$ cat src/verilog/temp_monitor_pkg.sv
// shared constants and types for the temperature monitor serial slave
package temp_monitor_pkg;
   // ----------------------------------------
   // timing
   // ----------------------------------------
   localparam int CLK_PERIOD_NS = 5;
   localparam int GLITCH_NS = 50;
   localparam int GLITCH_CYCLES = GLITCH_NS / CLK_PERIOD_NS;
   // ----------------------------------------
   // bus addresses
   // ----------------------------------------
   localparam logic [3:0] SENSOR_ADDR_HI = 4'h9;
   localparam logic [3:0] EEPROM_ADDR_HI = 4'ha;
   localparam logic [6:0] ALERT_RESP_ADDR = 7'h0c;
   // ----------------------------------------
   // register pointers and config fields
   // ----------------------------------------
   localparam logic [1:0] PTR_TEMP = 2'h0;
   localparam logic [1:0] PTR_CONFIG = 2'h1;
   localparam logic [1:0] PTR_TLOW = 2'h2;
   localparam logic [1:0] PTR_THIGH = 2'h3;
   localparam int CFG_SD = 0;
   localparam int CFG_COMPARATOR_INTERRUPT_SELECT = 1;
   localparam int CFG_POL = 2;
   localparam int CFG_FT_LSB = 3;
   localparam logic [7:0] CONFIG_RESET = 8'h00;
   localparam logic [15:0] TLOW_RESET = 16'h4b00;
   localparam logic [15:0] THIGH_RESET = 16'h5000;
   localparam int EEPROM_DEPTH = 256;
   localparam int EEPROM_AW = 8;
   // ----------------------------------------
   // types
   // ----------------------------------------
   typedef enum logic [2:0] {ST_IDLE, ST_RX, ST_RX_ACK, ST_TX, ST_TX_ACK} bus_state_type;
   typedef enum logic [1:0] {TGT_SENSOR, TGT_EEPROM, TGT_ARA} target_type;
endpackage

$ cat src/verilog/line_filter.sv
// two-flop synchroniser and glitch filter for the serial clock and data lines
`timescale 1ns/1ps
module line_filter
   import temp_monitor_pkg::*;
(
   // clock and reset
   input wire logic clk_i,
   input wire logic rst_n_i,
   // raw and filtered lines
   input wire logic [1:0] line_i,
   output logic [1:0] line_o
);
   genvar b;
   generate
      for (b = 0; b < 2; b++) begin : g_bit
         logic meta;
         logic sync;
         logic [7:0] cnt;
         // idle bus lines are high, so reset to one
         always_ff @(posedge clk_i or negedge rst_n_i) begin
            if (!rst_n_i) begin
               meta <= 1'b1;
               sync <= 1'b1;
            end else begin
               meta <= line_i[b];
               sync <= meta;
            end
         end
         // a level must hold for the whole spike window before it is believed
         always_ff @(posedge clk_i or negedge rst_n_i) begin
            if (!rst_n_i) begin
               cnt <= 8'h00;
               line_o[b] <= 1'b1;
            end else if (sync == line_o[b]) begin
               cnt <= 8'h00;
            end else if (cnt == 8'(GLITCH_CYCLES - 1)) begin
               cnt <= 8'h00;
               line_o[b] <= sync;
            end else begin
               cnt <= cnt + 8'h01;
            end
         end
      end
   endgenerate
endmodule

$ cat src/verilog/temp_monitor_alert.sv
// temperature monitor: two-wire slave, limit registers, alarm output, eeprom
// Function
// - sample data on scl rise, change own sda output only after scl fall
// - sda is only pulled low or released, never driven high
// - alarm condition sets when temperature rises above the high limit, clears only below the low limit
// - alarm runs in comparator or interrupt mode chosen by a config bit
// - alarm is active low when polarity bit clear, active high when set; after reset the bit comes from the stored config
// - alarm trips only after the configured count of consecutive faults
// - shutdown stops conversion but keeps the serial interface working
// - a stored config can start the device in shutdown at power-up
// - config and limits are restored from nonvolatile copies after reset
// - latest result sits in a register readable at any time
// - result register spans the full -55 to +125 degree range
// - an eeprom array is reachable over the same two-wire bus
// - alert response address read is answered by the alerting device
// - low three address bits are compared with the address select pins
// - bytes go msb first, receiver answers ack or nack on ninth clock
// - writes to the read-only temperature register are refused with nack
`timescale 1ns/1ps
module temp_monitor_alert
   import temp_monitor_pkg::*;
(
   // clock and reset
   input wire logic clk_i,
   input wire logic rst_n_i,
   // serial bus, open drain
   input wire logic scl_i,
   input wire logic sda_i,
   output logic sda_o,
   output logic sda_oe_o,
   input wire logic [2:0] address_select_pins_i,
   // alarm, open drain
   output logic alert_o,
   output logic alert_oe_o,
   // converter
   input wire logic [11:0] temp_sample_i,
   input wire logic temp_valid_i,
   output logic conv_en_o,
   // nonvolatile copies
   input wire logic [7:0] nv_config_i,
   input wire logic [15:0] nv_tlow_i,
   input wire logic [15:0] nv_thigh_i
);
   logic [1:0] filt;
   logic scl_f, sda_f, scl_prev, sda_prev;
   logic scl_rise, scl_fall, start_evt, stop_evt;
   bus_state_type state;
   target_type target;
   logic first, rw, host_ack, loaded;
   logic [3:0] bitcnt;
   logic [7:0] shift, txsh, tx_byte;
   logic [7:0] cfg, msb_hold;
   logic [15:0] tlow, thigh;
   logic [11:0] temp;
   logic [1:0] pointer;
   logic [EEPROM_AW-1:0] eaddr;
   logic [7:0] byte_idx;
   logic [7:0] mem [EEPROM_DEPTH];
   logic rx_done, tx_load, addr_hit, ro_nack, conv_ok, over, under;
   logic alarm_cond, int_latch, alert_act, int_clear;
   logic [2:0] fault_cnt, fault_need;

   // ----------------------------------------
   // line conditioning and bus events
   // ----------------------------------------
   line_filter line_filter_inst (
      .clk_i(clk_i),
      .rst_n_i(rst_n_i),
      .line_i({scl_i, sda_i}),
      .line_o(filt)
   );
   assign scl_f = filt[1];
   assign sda_f = filt[0];
   always_ff @(posedge clk_i or negedge rst_n_i) begin
      if (!rst_n_i) begin
         scl_prev <= 1'b1;
         sda_prev <= 1'b1;
      end else begin
         scl_prev <= scl_f;
         sda_prev <= sda_f;
      end
   end
   assign scl_rise = scl_f && !scl_prev;
   assign scl_fall = !scl_f && scl_prev;
   assign start_evt = scl_f && scl_prev && sda_prev && !sda_f;
   assign stop_evt = scl_f && scl_prev && !sda_prev && sda_f;

   // ----------------------------------------
   // decode
   // ----------------------------------------
   assign rx_done = scl_fall && state == ST_RX && bitcnt == 4'h8;
   assign tx_load = scl_fall && ((state == ST_RX_ACK && rw) || (state == ST_TX_ACK && host_ack));
   assign addr_hit = shift[7:1] == {SENSOR_ADDR_HI, address_select_pins_i}
      || shift[7:1] == {EEPROM_ADDR_HI, address_select_pins_i}
      || (shift[7:1] == ALERT_RESP_ADDR && shift[0] && alert_act);
   assign ro_nack = target == TGT_SENSOR && byte_idx != 8'h00 && pointer == PTR_TEMP;
   always_comb begin
      tx_byte = cfg;
      if (target == TGT_EEPROM) begin
         tx_byte = mem[eaddr];
      end else if (target == TGT_ARA) begin
         tx_byte = {SENSOR_ADDR_HI, address_select_pins_i, 1'b0};
      end else begin
         case (pointer)
            PTR_TEMP: tx_byte = byte_idx[0] ? {temp[3:0], 4'h0} : temp[11:4];
            PTR_TLOW: tx_byte = byte_idx[0] ? tlow[7:0] : tlow[15:8];
            PTR_THIGH: tx_byte = byte_idx[0] ? thigh[7:0] : thigh[15:8];
            default: tx_byte = cfg;
         endcase
      end
   end

   // ----------------------------------------
   // bus state machine
   // ----------------------------------------
   always_ff @(posedge clk_i or negedge rst_n_i) begin
      if (!rst_n_i) begin
         state <= ST_IDLE;
         target <= TGT_SENSOR;
         first <= 1'b0;
         rw <= 1'b0;
         host_ack <= 1'b0;
         bitcnt <= 4'h0;
         shift <= 8'h00;
         txsh <= 8'h00;
         sda_oe_o <= 1'b0;
      end else if (start_evt) begin
         state <= ST_RX;
         first <= 1'b1;
         bitcnt <= 4'h0;
         sda_oe_o <= 1'b0;
      end else if (stop_evt) begin
         state <= ST_IDLE;
         sda_oe_o <= 1'b0;
      end else begin
         case (state)
            ST_RX: begin
               if (scl_rise) begin
                  shift <= {shift[6:0], sda_f};
                  bitcnt <= bitcnt + 4'h1;
               end else if (rx_done) begin
                  bitcnt <= 4'h0;
                  first <= 1'b0;
                  if (!first) begin
                     sda_oe_o <= !ro_nack;
                     state <= ST_RX_ACK;
                  end else if (addr_hit) begin
                     rw <= shift[0];
                     if (shift[7:4] == EEPROM_ADDR_HI) begin
                        target <= TGT_EEPROM;
                     end else if (shift[7:1] == ALERT_RESP_ADDR) begin
                        target <= TGT_ARA;
                     end else begin
                        target <= TGT_SENSOR;
                     end
                     sda_oe_o <= 1'b1;
                     state <= ST_RX_ACK;
                  end else begin
                     state <= ST_IDLE;
                  end
               end
            end
            ST_RX_ACK: begin
               if (scl_fall) begin
                  bitcnt <= 4'h0;
                  if (rw) begin
                     txsh <= tx_byte;
                     sda_oe_o <= !tx_byte[7];
                     state <= ST_TX;
                  end else begin
                     sda_oe_o <= 1'b0;
                     state <= ST_RX;
                  end
               end
            end
            ST_TX: begin
               if (scl_rise) begin
                  bitcnt <= bitcnt + 4'h1;
               end else if (scl_fall) begin
                  if (bitcnt == 4'h8) begin
                     sda_oe_o <= 1'b0;
                     state <= ST_TX_ACK;
                  end else begin
                     txsh <= {txsh[6:0], 1'b0};
                     sda_oe_o <= !txsh[6];
                  end
               end
            end
            ST_TX_ACK: begin
               if (scl_rise) begin
                  host_ack <= !sda_f;
               end else if (scl_fall) begin
                  bitcnt <= 4'h0;
                  if (host_ack) begin
                     txsh <= tx_byte;
                     sda_oe_o <= !tx_byte[7];
                     state <= ST_TX;
                  end else begin
                     state <= ST_IDLE;
                  end
               end
            end
            default: state <= ST_IDLE;
         endcase
      end
   end
   // open drain: the data level is only ever low
   always_ff @(posedge clk_i or negedge rst_n_i) begin
      if (!rst_n_i) begin
         sda_o <= 1'b0;
         alert_o <= 1'b0;
      end else begin
         sda_o <= 1'b0;
         alert_o <= 1'b0;
      end
   end

   // ----------------------------------------
   // register file, nonvolatile restore, eeprom pointer
   // ----------------------------------------
   always_ff @(posedge clk_i or negedge rst_n_i) begin
      if (!rst_n_i) begin
         loaded <= 1'b0;
         cfg <= CONFIG_RESET;
         tlow <= TLOW_RESET;
         thigh <= THIGH_RESET;
         pointer <= PTR_TEMP;
         eaddr <= '0;
         byte_idx <= 8'h00;
         msb_hold <= 8'h00;
      end else if (!loaded) begin
         // straps cannot be caught under async reset, so restore on first edge
         loaded <= 1'b1;
         cfg <= nv_config_i;
         tlow <= nv_tlow_i;
         thigh <= nv_thigh_i;
      end else if (start_evt) begin
         byte_idx <= 8'h00;
      end else if (rx_done && !first) begin
         byte_idx <= byte_idx + 8'h01;
         if (target == TGT_EEPROM) begin
            eaddr <= (byte_idx == 8'h00) ? shift : eaddr + 8'h01;
         end else if (byte_idx == 8'h00) begin
            pointer <= shift[1:0];
         end else if (byte_idx == 8'h01) begin
            msb_hold <= shift;
            if (pointer == PTR_CONFIG) begin
               cfg <= shift;
            end
         end else if (byte_idx == 8'h02) begin
            if (pointer == PTR_TLOW) begin
               tlow <= {msb_hold, shift};
            end else if (pointer == PTR_THIGH) begin
               thigh <= {msb_hold, shift};
            end
         end
      end else if (tx_load) begin
         byte_idx <= byte_idx + 8'h01;
         if (target == TGT_EEPROM) begin
            eaddr <= eaddr + 8'h01;
         end
      end
   end
   // memory array keeps no reset
   always_ff @(posedge clk_i) begin
      if (rx_done && !first && target == TGT_EEPROM && byte_idx != 8'h00) begin
         mem[eaddr] <= shift;
      end
   end

   // ----------------------------------------
   // conversion and alarm
   // ----------------------------------------
   assign conv_ok = loaded && temp_valid_i && !cfg[CFG_SD];
   assign over = $signed(temp_sample_i) > $signed(thigh[15:4]);
   assign under = $signed(temp_sample_i) < $signed(tlow[15:4]);
   assign alert_act = cfg[CFG_COMPARATOR_INTERRUPT_SELECT] ? int_latch : alarm_cond;
   assign int_clear = tx_load && target != TGT_EEPROM;
   always_comb begin
      case (cfg[CFG_FT_LSB +: 2])
         2'h0: fault_need = 3'h1;
         2'h1: fault_need = 3'h2;
         2'h2: fault_need = 3'h4;
         default: fault_need = 3'h6;
      endcase
   end
   always_ff @(posedge clk_i or negedge rst_n_i) begin
      if (!rst_n_i) begin
         temp <= 12'h000;
         conv_en_o <= 1'b0;
      end else begin
         conv_en_o <= loaded && !cfg[CFG_SD];
         if (conv_ok) begin
            temp <= temp_sample_i;
         end
      end
   end
   // a trip needs fault_need consecutive samples beyond the limit
   always_ff @(posedge clk_i or negedge rst_n_i) begin
      if (!rst_n_i) begin
         alarm_cond <= 1'b0;
         fault_cnt <= 3'h0;
         int_latch <= 1'b0;
         alert_oe_o <= 1'b0;
      end else begin
         if (conv_ok && (alarm_cond ? under : over)) begin
            if (fault_cnt + 3'h1 >= fault_need) begin
               alarm_cond <= !alarm_cond;
               fault_cnt <= 3'h0;
               int_latch <= 1'b1; // set beats clear
            end else begin
               fault_cnt <= fault_cnt + 3'h1;
               if (int_clear) begin
                  int_latch <= 1'b0;
               end
            end
         end else begin
            if (conv_ok) begin
               fault_cnt <= 3'h0;
            end
            if (int_clear) begin
               int_latch <= 1'b0;
            end
         end
         // pin pulled low when active-low alarm fires or active-high one is idle
         alert_oe_o <= cfg[CFG_POL] ? !alert_act : alert_act;
      end
   end
endmodule

$ cat config.mk
export PLATFORM = sky130hd
export DESIGN_NAME = temp_monitor_alert
export DESIGN_NICKNAME = d
export VERILOG_FILES = /design/src/verilog/temp_monitor_pkg.sv /design/src/verilog/line_filter.sv /design/src/verilog/temp_monitor_alert.sv
export SDC_FILE = /design/constraint.sdc
export NUM_CORES = 2
export LEC_CHECK = 0
export ABC_AREA = 1
export BUFFER_PORTS_ARGS = -buffer_cell sky130_fd_sc_hd__buf_2
export CELL_PAD_IN_SITES_DETAIL_PLACEMENT = 1
export CELL_PAD_IN_SITES_GLOBAL_PLACEMENT = 1
export CORE_MARGIN = 4
export CORE_UTILIZATION = 40
export CTS_CLUSTER_DIAMETER = 60
export DETAILED_ROUTE_END_ITERATION = 12
export PLACE_DENSITY = 0.75
export SLEW_MARGIN = 20
export SYNTH_ARGS = -nofsm -noshare
export SYNTH_HDL_FRONTEND = slang
export SYNTH_SLANG_ARGS = --single-unit
export TNS_END_PERCENT = 20
$ cat constraint.sdc
create_clock -name clk_i -period 12.1 [get_ports clk_i]
set_input_delay 0.605 -clock clk_i [delete_from_list [all_inputs] [get_ports clk_i]]
set_output_delay 0.605 -clock clk_i [all_outputs]
set_load 0.05 [all_outputs]
==> impl_metrics.json <==
{
  "cp.depth": 17,
  "vdd_ir_drop_max_v": 0.000139,
  "cts_tree": "done",
  "synthTopCellsByArea": "edfxtp_1 (68%), nor2_1 (7.0%), o21ai_0 (6.3%), nand2_1 (5.3%), dfrtp_1 (3.5%)",
  "syn_inst": 7765,
  "io_pins": 65,
  "cp.required_ns": 12.92,
  "worstPathMaxFanout": 185,
  "layout-drive-gt1-share": 0.0661,
  "wl_um": 282000,
  "ant_nets": 0,
  "p_sw_mw": 3.20,
  "finalPower_mw": 15.2,
  "path_delay_family": "buffers and inverters",
  "setup-tns-final_ns": 0,
  "cts_buffer_depth": 3,
  "clk_pin_slew_ns": 0.06,
  "ys.warnings.count": 0,
  "hold_ws_ns": 0.0701,
  "numCtsBuffers": 223,
  "cp-end-kind": "flop",
  "die_x_um": 482,
  "cts-root-buf": "clkbuf_16",
  "netSwitchingFraction": 0.210,
  "vias": 62400,
  "cts_num_sinks": 2186,
  "cp.arrival_ns": 6.20,
  "syn2layout_area_growth_pct": 11.4,
  "layout.filler_cells": 23400,
  "synth_cell_types": 55,
  "min_period_ns": 5.38,
  "nets": 7820,
  "p_leak_nw": 31.3,
  "gp_congestion": 0.859,
  "crit_slowest_cell": "dfrtp_4",
  "p_seq_frac": 0.540,
  "grt_max_degree": 271,
  "max_freq_mhz": 186,
  "drtPass1Iterations": 6,
  "status": "completed",
  "grt_overflow_total": 0,
  "tightest_slew_ns": 1.28,
  "synth_top_cell_area_share": 0.684,
  "yosysTopAreaCell": "edfxtp_1",
  "htreeDepth": 4,
  "post-route-period-util": 0.445,
  "slew_headroom": 0.148,
  "antenna_found_initial": 7,
  "start_util": 0.403,
  "port_buffers": 62,
  "finalSetupViolCount": 0,
  "p_comb_frac": 0.016,
  "max_cap_viol_count": 0,
  "dr.first_iter.drc_count": 7393,
  "seq_area_frac_synth": 0.723,
  "instances_no_fill": 10900,
  "rsz0062_at_grt": "no",
  "grt_pass1_wl_um": 419000,
  "worst_clock_skew_ns": 0.0544,
  "hold_depth": 3,
  "slew_violations": 0,
  "path_buf_inv": 3,
  "design.die.area_um2": 232000,
  "ys_seq_elements": 2186,
  "drcViolationCount": 0,
  "clock_power_share": 0.443,
  "grt.total_usage": 0.238,
  "cp_common_cell": "nand2_1",
  "hold_violations": 0,
  "viasPerCell": 5.73,
  "syn_area_um2": 89900,
  "cpPeakStageDelay_ns": 0.80,
  "cellPowerDensity_nw_per_um2": 152,
  "rows": 173,
  "routedWlPerCell_um": 25.9,
  "start_kind": "flop",
  "dpl.cell_count": 10400,
  "crit_type": "reg2reg",
  "clk_latency_ns": 0.88,
  "p_int_mw": 12.0,
  "reg2regPathDepth": 17,
  "grt_pass1_vias": 65100,
  "cp_cell_sequence": "buf_12 -> buf_4 -> buf_4 -> nand2_1 -> nand2_1 -> o21ai_0 -> nand2_1 -> nand2_1 -> o21ai_1 -> nand3_1 -> nand2_1 -> nand3_1 -> o21bai_1 -> nand2_1 -> nand2_1 -> nand2_1 -> nand2_1",
  "coreArea_um2": 223000,
  "min_path_type": "in2reg",
  "die_h_um": 482,
  "syn_avg_cell_area_um2": 11.6,
  "hpwl_um": 162000,
  "fin_util": 0.449
}
-- tightest hold or removal path, delay by kind of cell --
kind / cells / cell delay (ns)
compound gates: 1 / 0.15
buf+inv: 2 / 0.15
-- through the flow --
step	worst slack (ns)	cell area, µm²
after floorplan	7.39	89900
after global placement	7.00	92700
after detailed placement	6.94	92700
after CTS	6.89	100000
after global routing	6.55	100000
final	6.72	100000
-- sequential cells by signal, indices dropped and copies added, names as in the netlist, 7 cells and up --
signal                      count
tlow                           16
line_filter_inst.g_bit.cnt     16
msb_hold                        8
mem                          2048
shift                           8
byte_idx                        8
thigh                          16
txsh                            7
temp                           12
cfg                             8
eaddr                           8
-- cell usage in the layout, fill, tap and decap left out, types with 61 or more instances in the layout --
master and instances:
nor2_1 1677, buf_4 74, edfxtp_1 2048, o22ai_1 308, nand2_1 1263, clkbuf_16 224
inv_1 216, nand3_1 84, dfrtp_1 114, buf_2 61, o21ai_0 1130, o21ai_1 100
a21oi_1 84
-- worst paths after layout --
path	endpoint	from	slack [ns]
setup / recovery	sda_oe_o$_DFFE_PN0P_	eaddr[0]$_DFFE_PN0P_	6.72
hold / removal	temp[0]$_DFFE_PN0P_	temp_sample_i[0]	0.07
setup reg to reg	sda_oe_o$_DFFE_PN0P_	eaddr[0]$_DFFE_PN0P_	6.72
hold reg to reg	line_filter_inst.g_bit[1].sync$_DFF_PN1_	line_filter_inst.g_bit[1].meta$_DFF_PN1_	0.36
max in group asynchronous	shift[7]$_DFFE_PN0P_	rst_n_i	10.21
min in group asynchronous	temp[2]$_DFFE_PN0P_	rst_n_i	0.34
-- timing repair --
action | CTS | global route
setup buffers | 0 | 0
gates resized for setup | 0 | 0
hold buffers | 40 | 0
hold endpoints to repair | 101 | 0
endpoints found under the setup margin | 0 | 0
-- synth_stat cells, drive strengths merged --
cell type and number:
and2 5, nor3b 2, or4 1, edfxtp 2048
a211oi 1, o21a 5, a221oi 7, a31oi 11
conb 2, a41oi 2, nand3b 3, nor4 4
xor2 9, a21boi 1, a21o 1, mux2 1
a21oi 85, a22oi 2, o211ai 7, nor3 26
nor2 1688, o31ai 5, ha 41, mux2i 2
o22ai 308, buf 268, dfrtp 124, xnor2 3
o21ai 1230, dfstp 14, clkinv 4, nand4 47
nand2 1273, o21bai 1, a22o 14, o221ai 5
inv 227, or2 3, and3 1, o2111ai 2
clkbuf 196, nand3 86
-- layout make-up --
| cell class | count | area, µm² | share of cell area |
|---|---|---|---|
| inverters | 231 | 903 | 0.00902 |
| clock buffers | 290 | 5920 | 0.0591 |
| well taps | 2975 | 3720 | 0.0372 |
| repair buffers | 192 | 1590 | 0.0159 |
| flip-flops and latches | 2186 | 65000 | 0.649 |
| diodes | 6 | 15.0 | 0.000150 |
| multi-input cells | 4885 | 21900 | 0.218 |
| clock inverters | 128 | 1140 | 0.0114 |
-- routing by layer --
metal | part of all wire | global-route usage | wire, µm
met1 | 0.40 | 0.315 | 112000
met2 | 0.48 | 0.392 | 135000
met3 | 0.082 | 0.0425 | 23100
met4 | 0.042 | 0.0947 | 11700
met5 | 0.000053 | 0 | 15
-- cell families after synthesis --
family | synth area share
adder cells (fa/ha/maj) | 0.00571
AND/OR/NAND/NOR | 0.135
multiplexers | 0.000348
buffers and inverters | 0.0347
flip-flops | 0.723
other | 0.0000835
XOR/XNOR | 0.00117
AO/OA/AOI/OAI | 0.100
-- power by group through the flow --
| stage | clock network, mW | logic [mW] | registers [mW] |
|---|---|---|---|
| floorplan | 0 | 0.139 | 8.38 |
| global placement | 0 | 0.224 | 8.38 |
| detailed placement | 0 | 0.234 | 8.39 |
| CTS | 6.82 | 0.248 | 8.23 |
| global route | 7.17 | 0.279 | 8.23 |
| finish | 6.75 | 0.249 | 8.23 |
(Power assumes the default switching activity.)
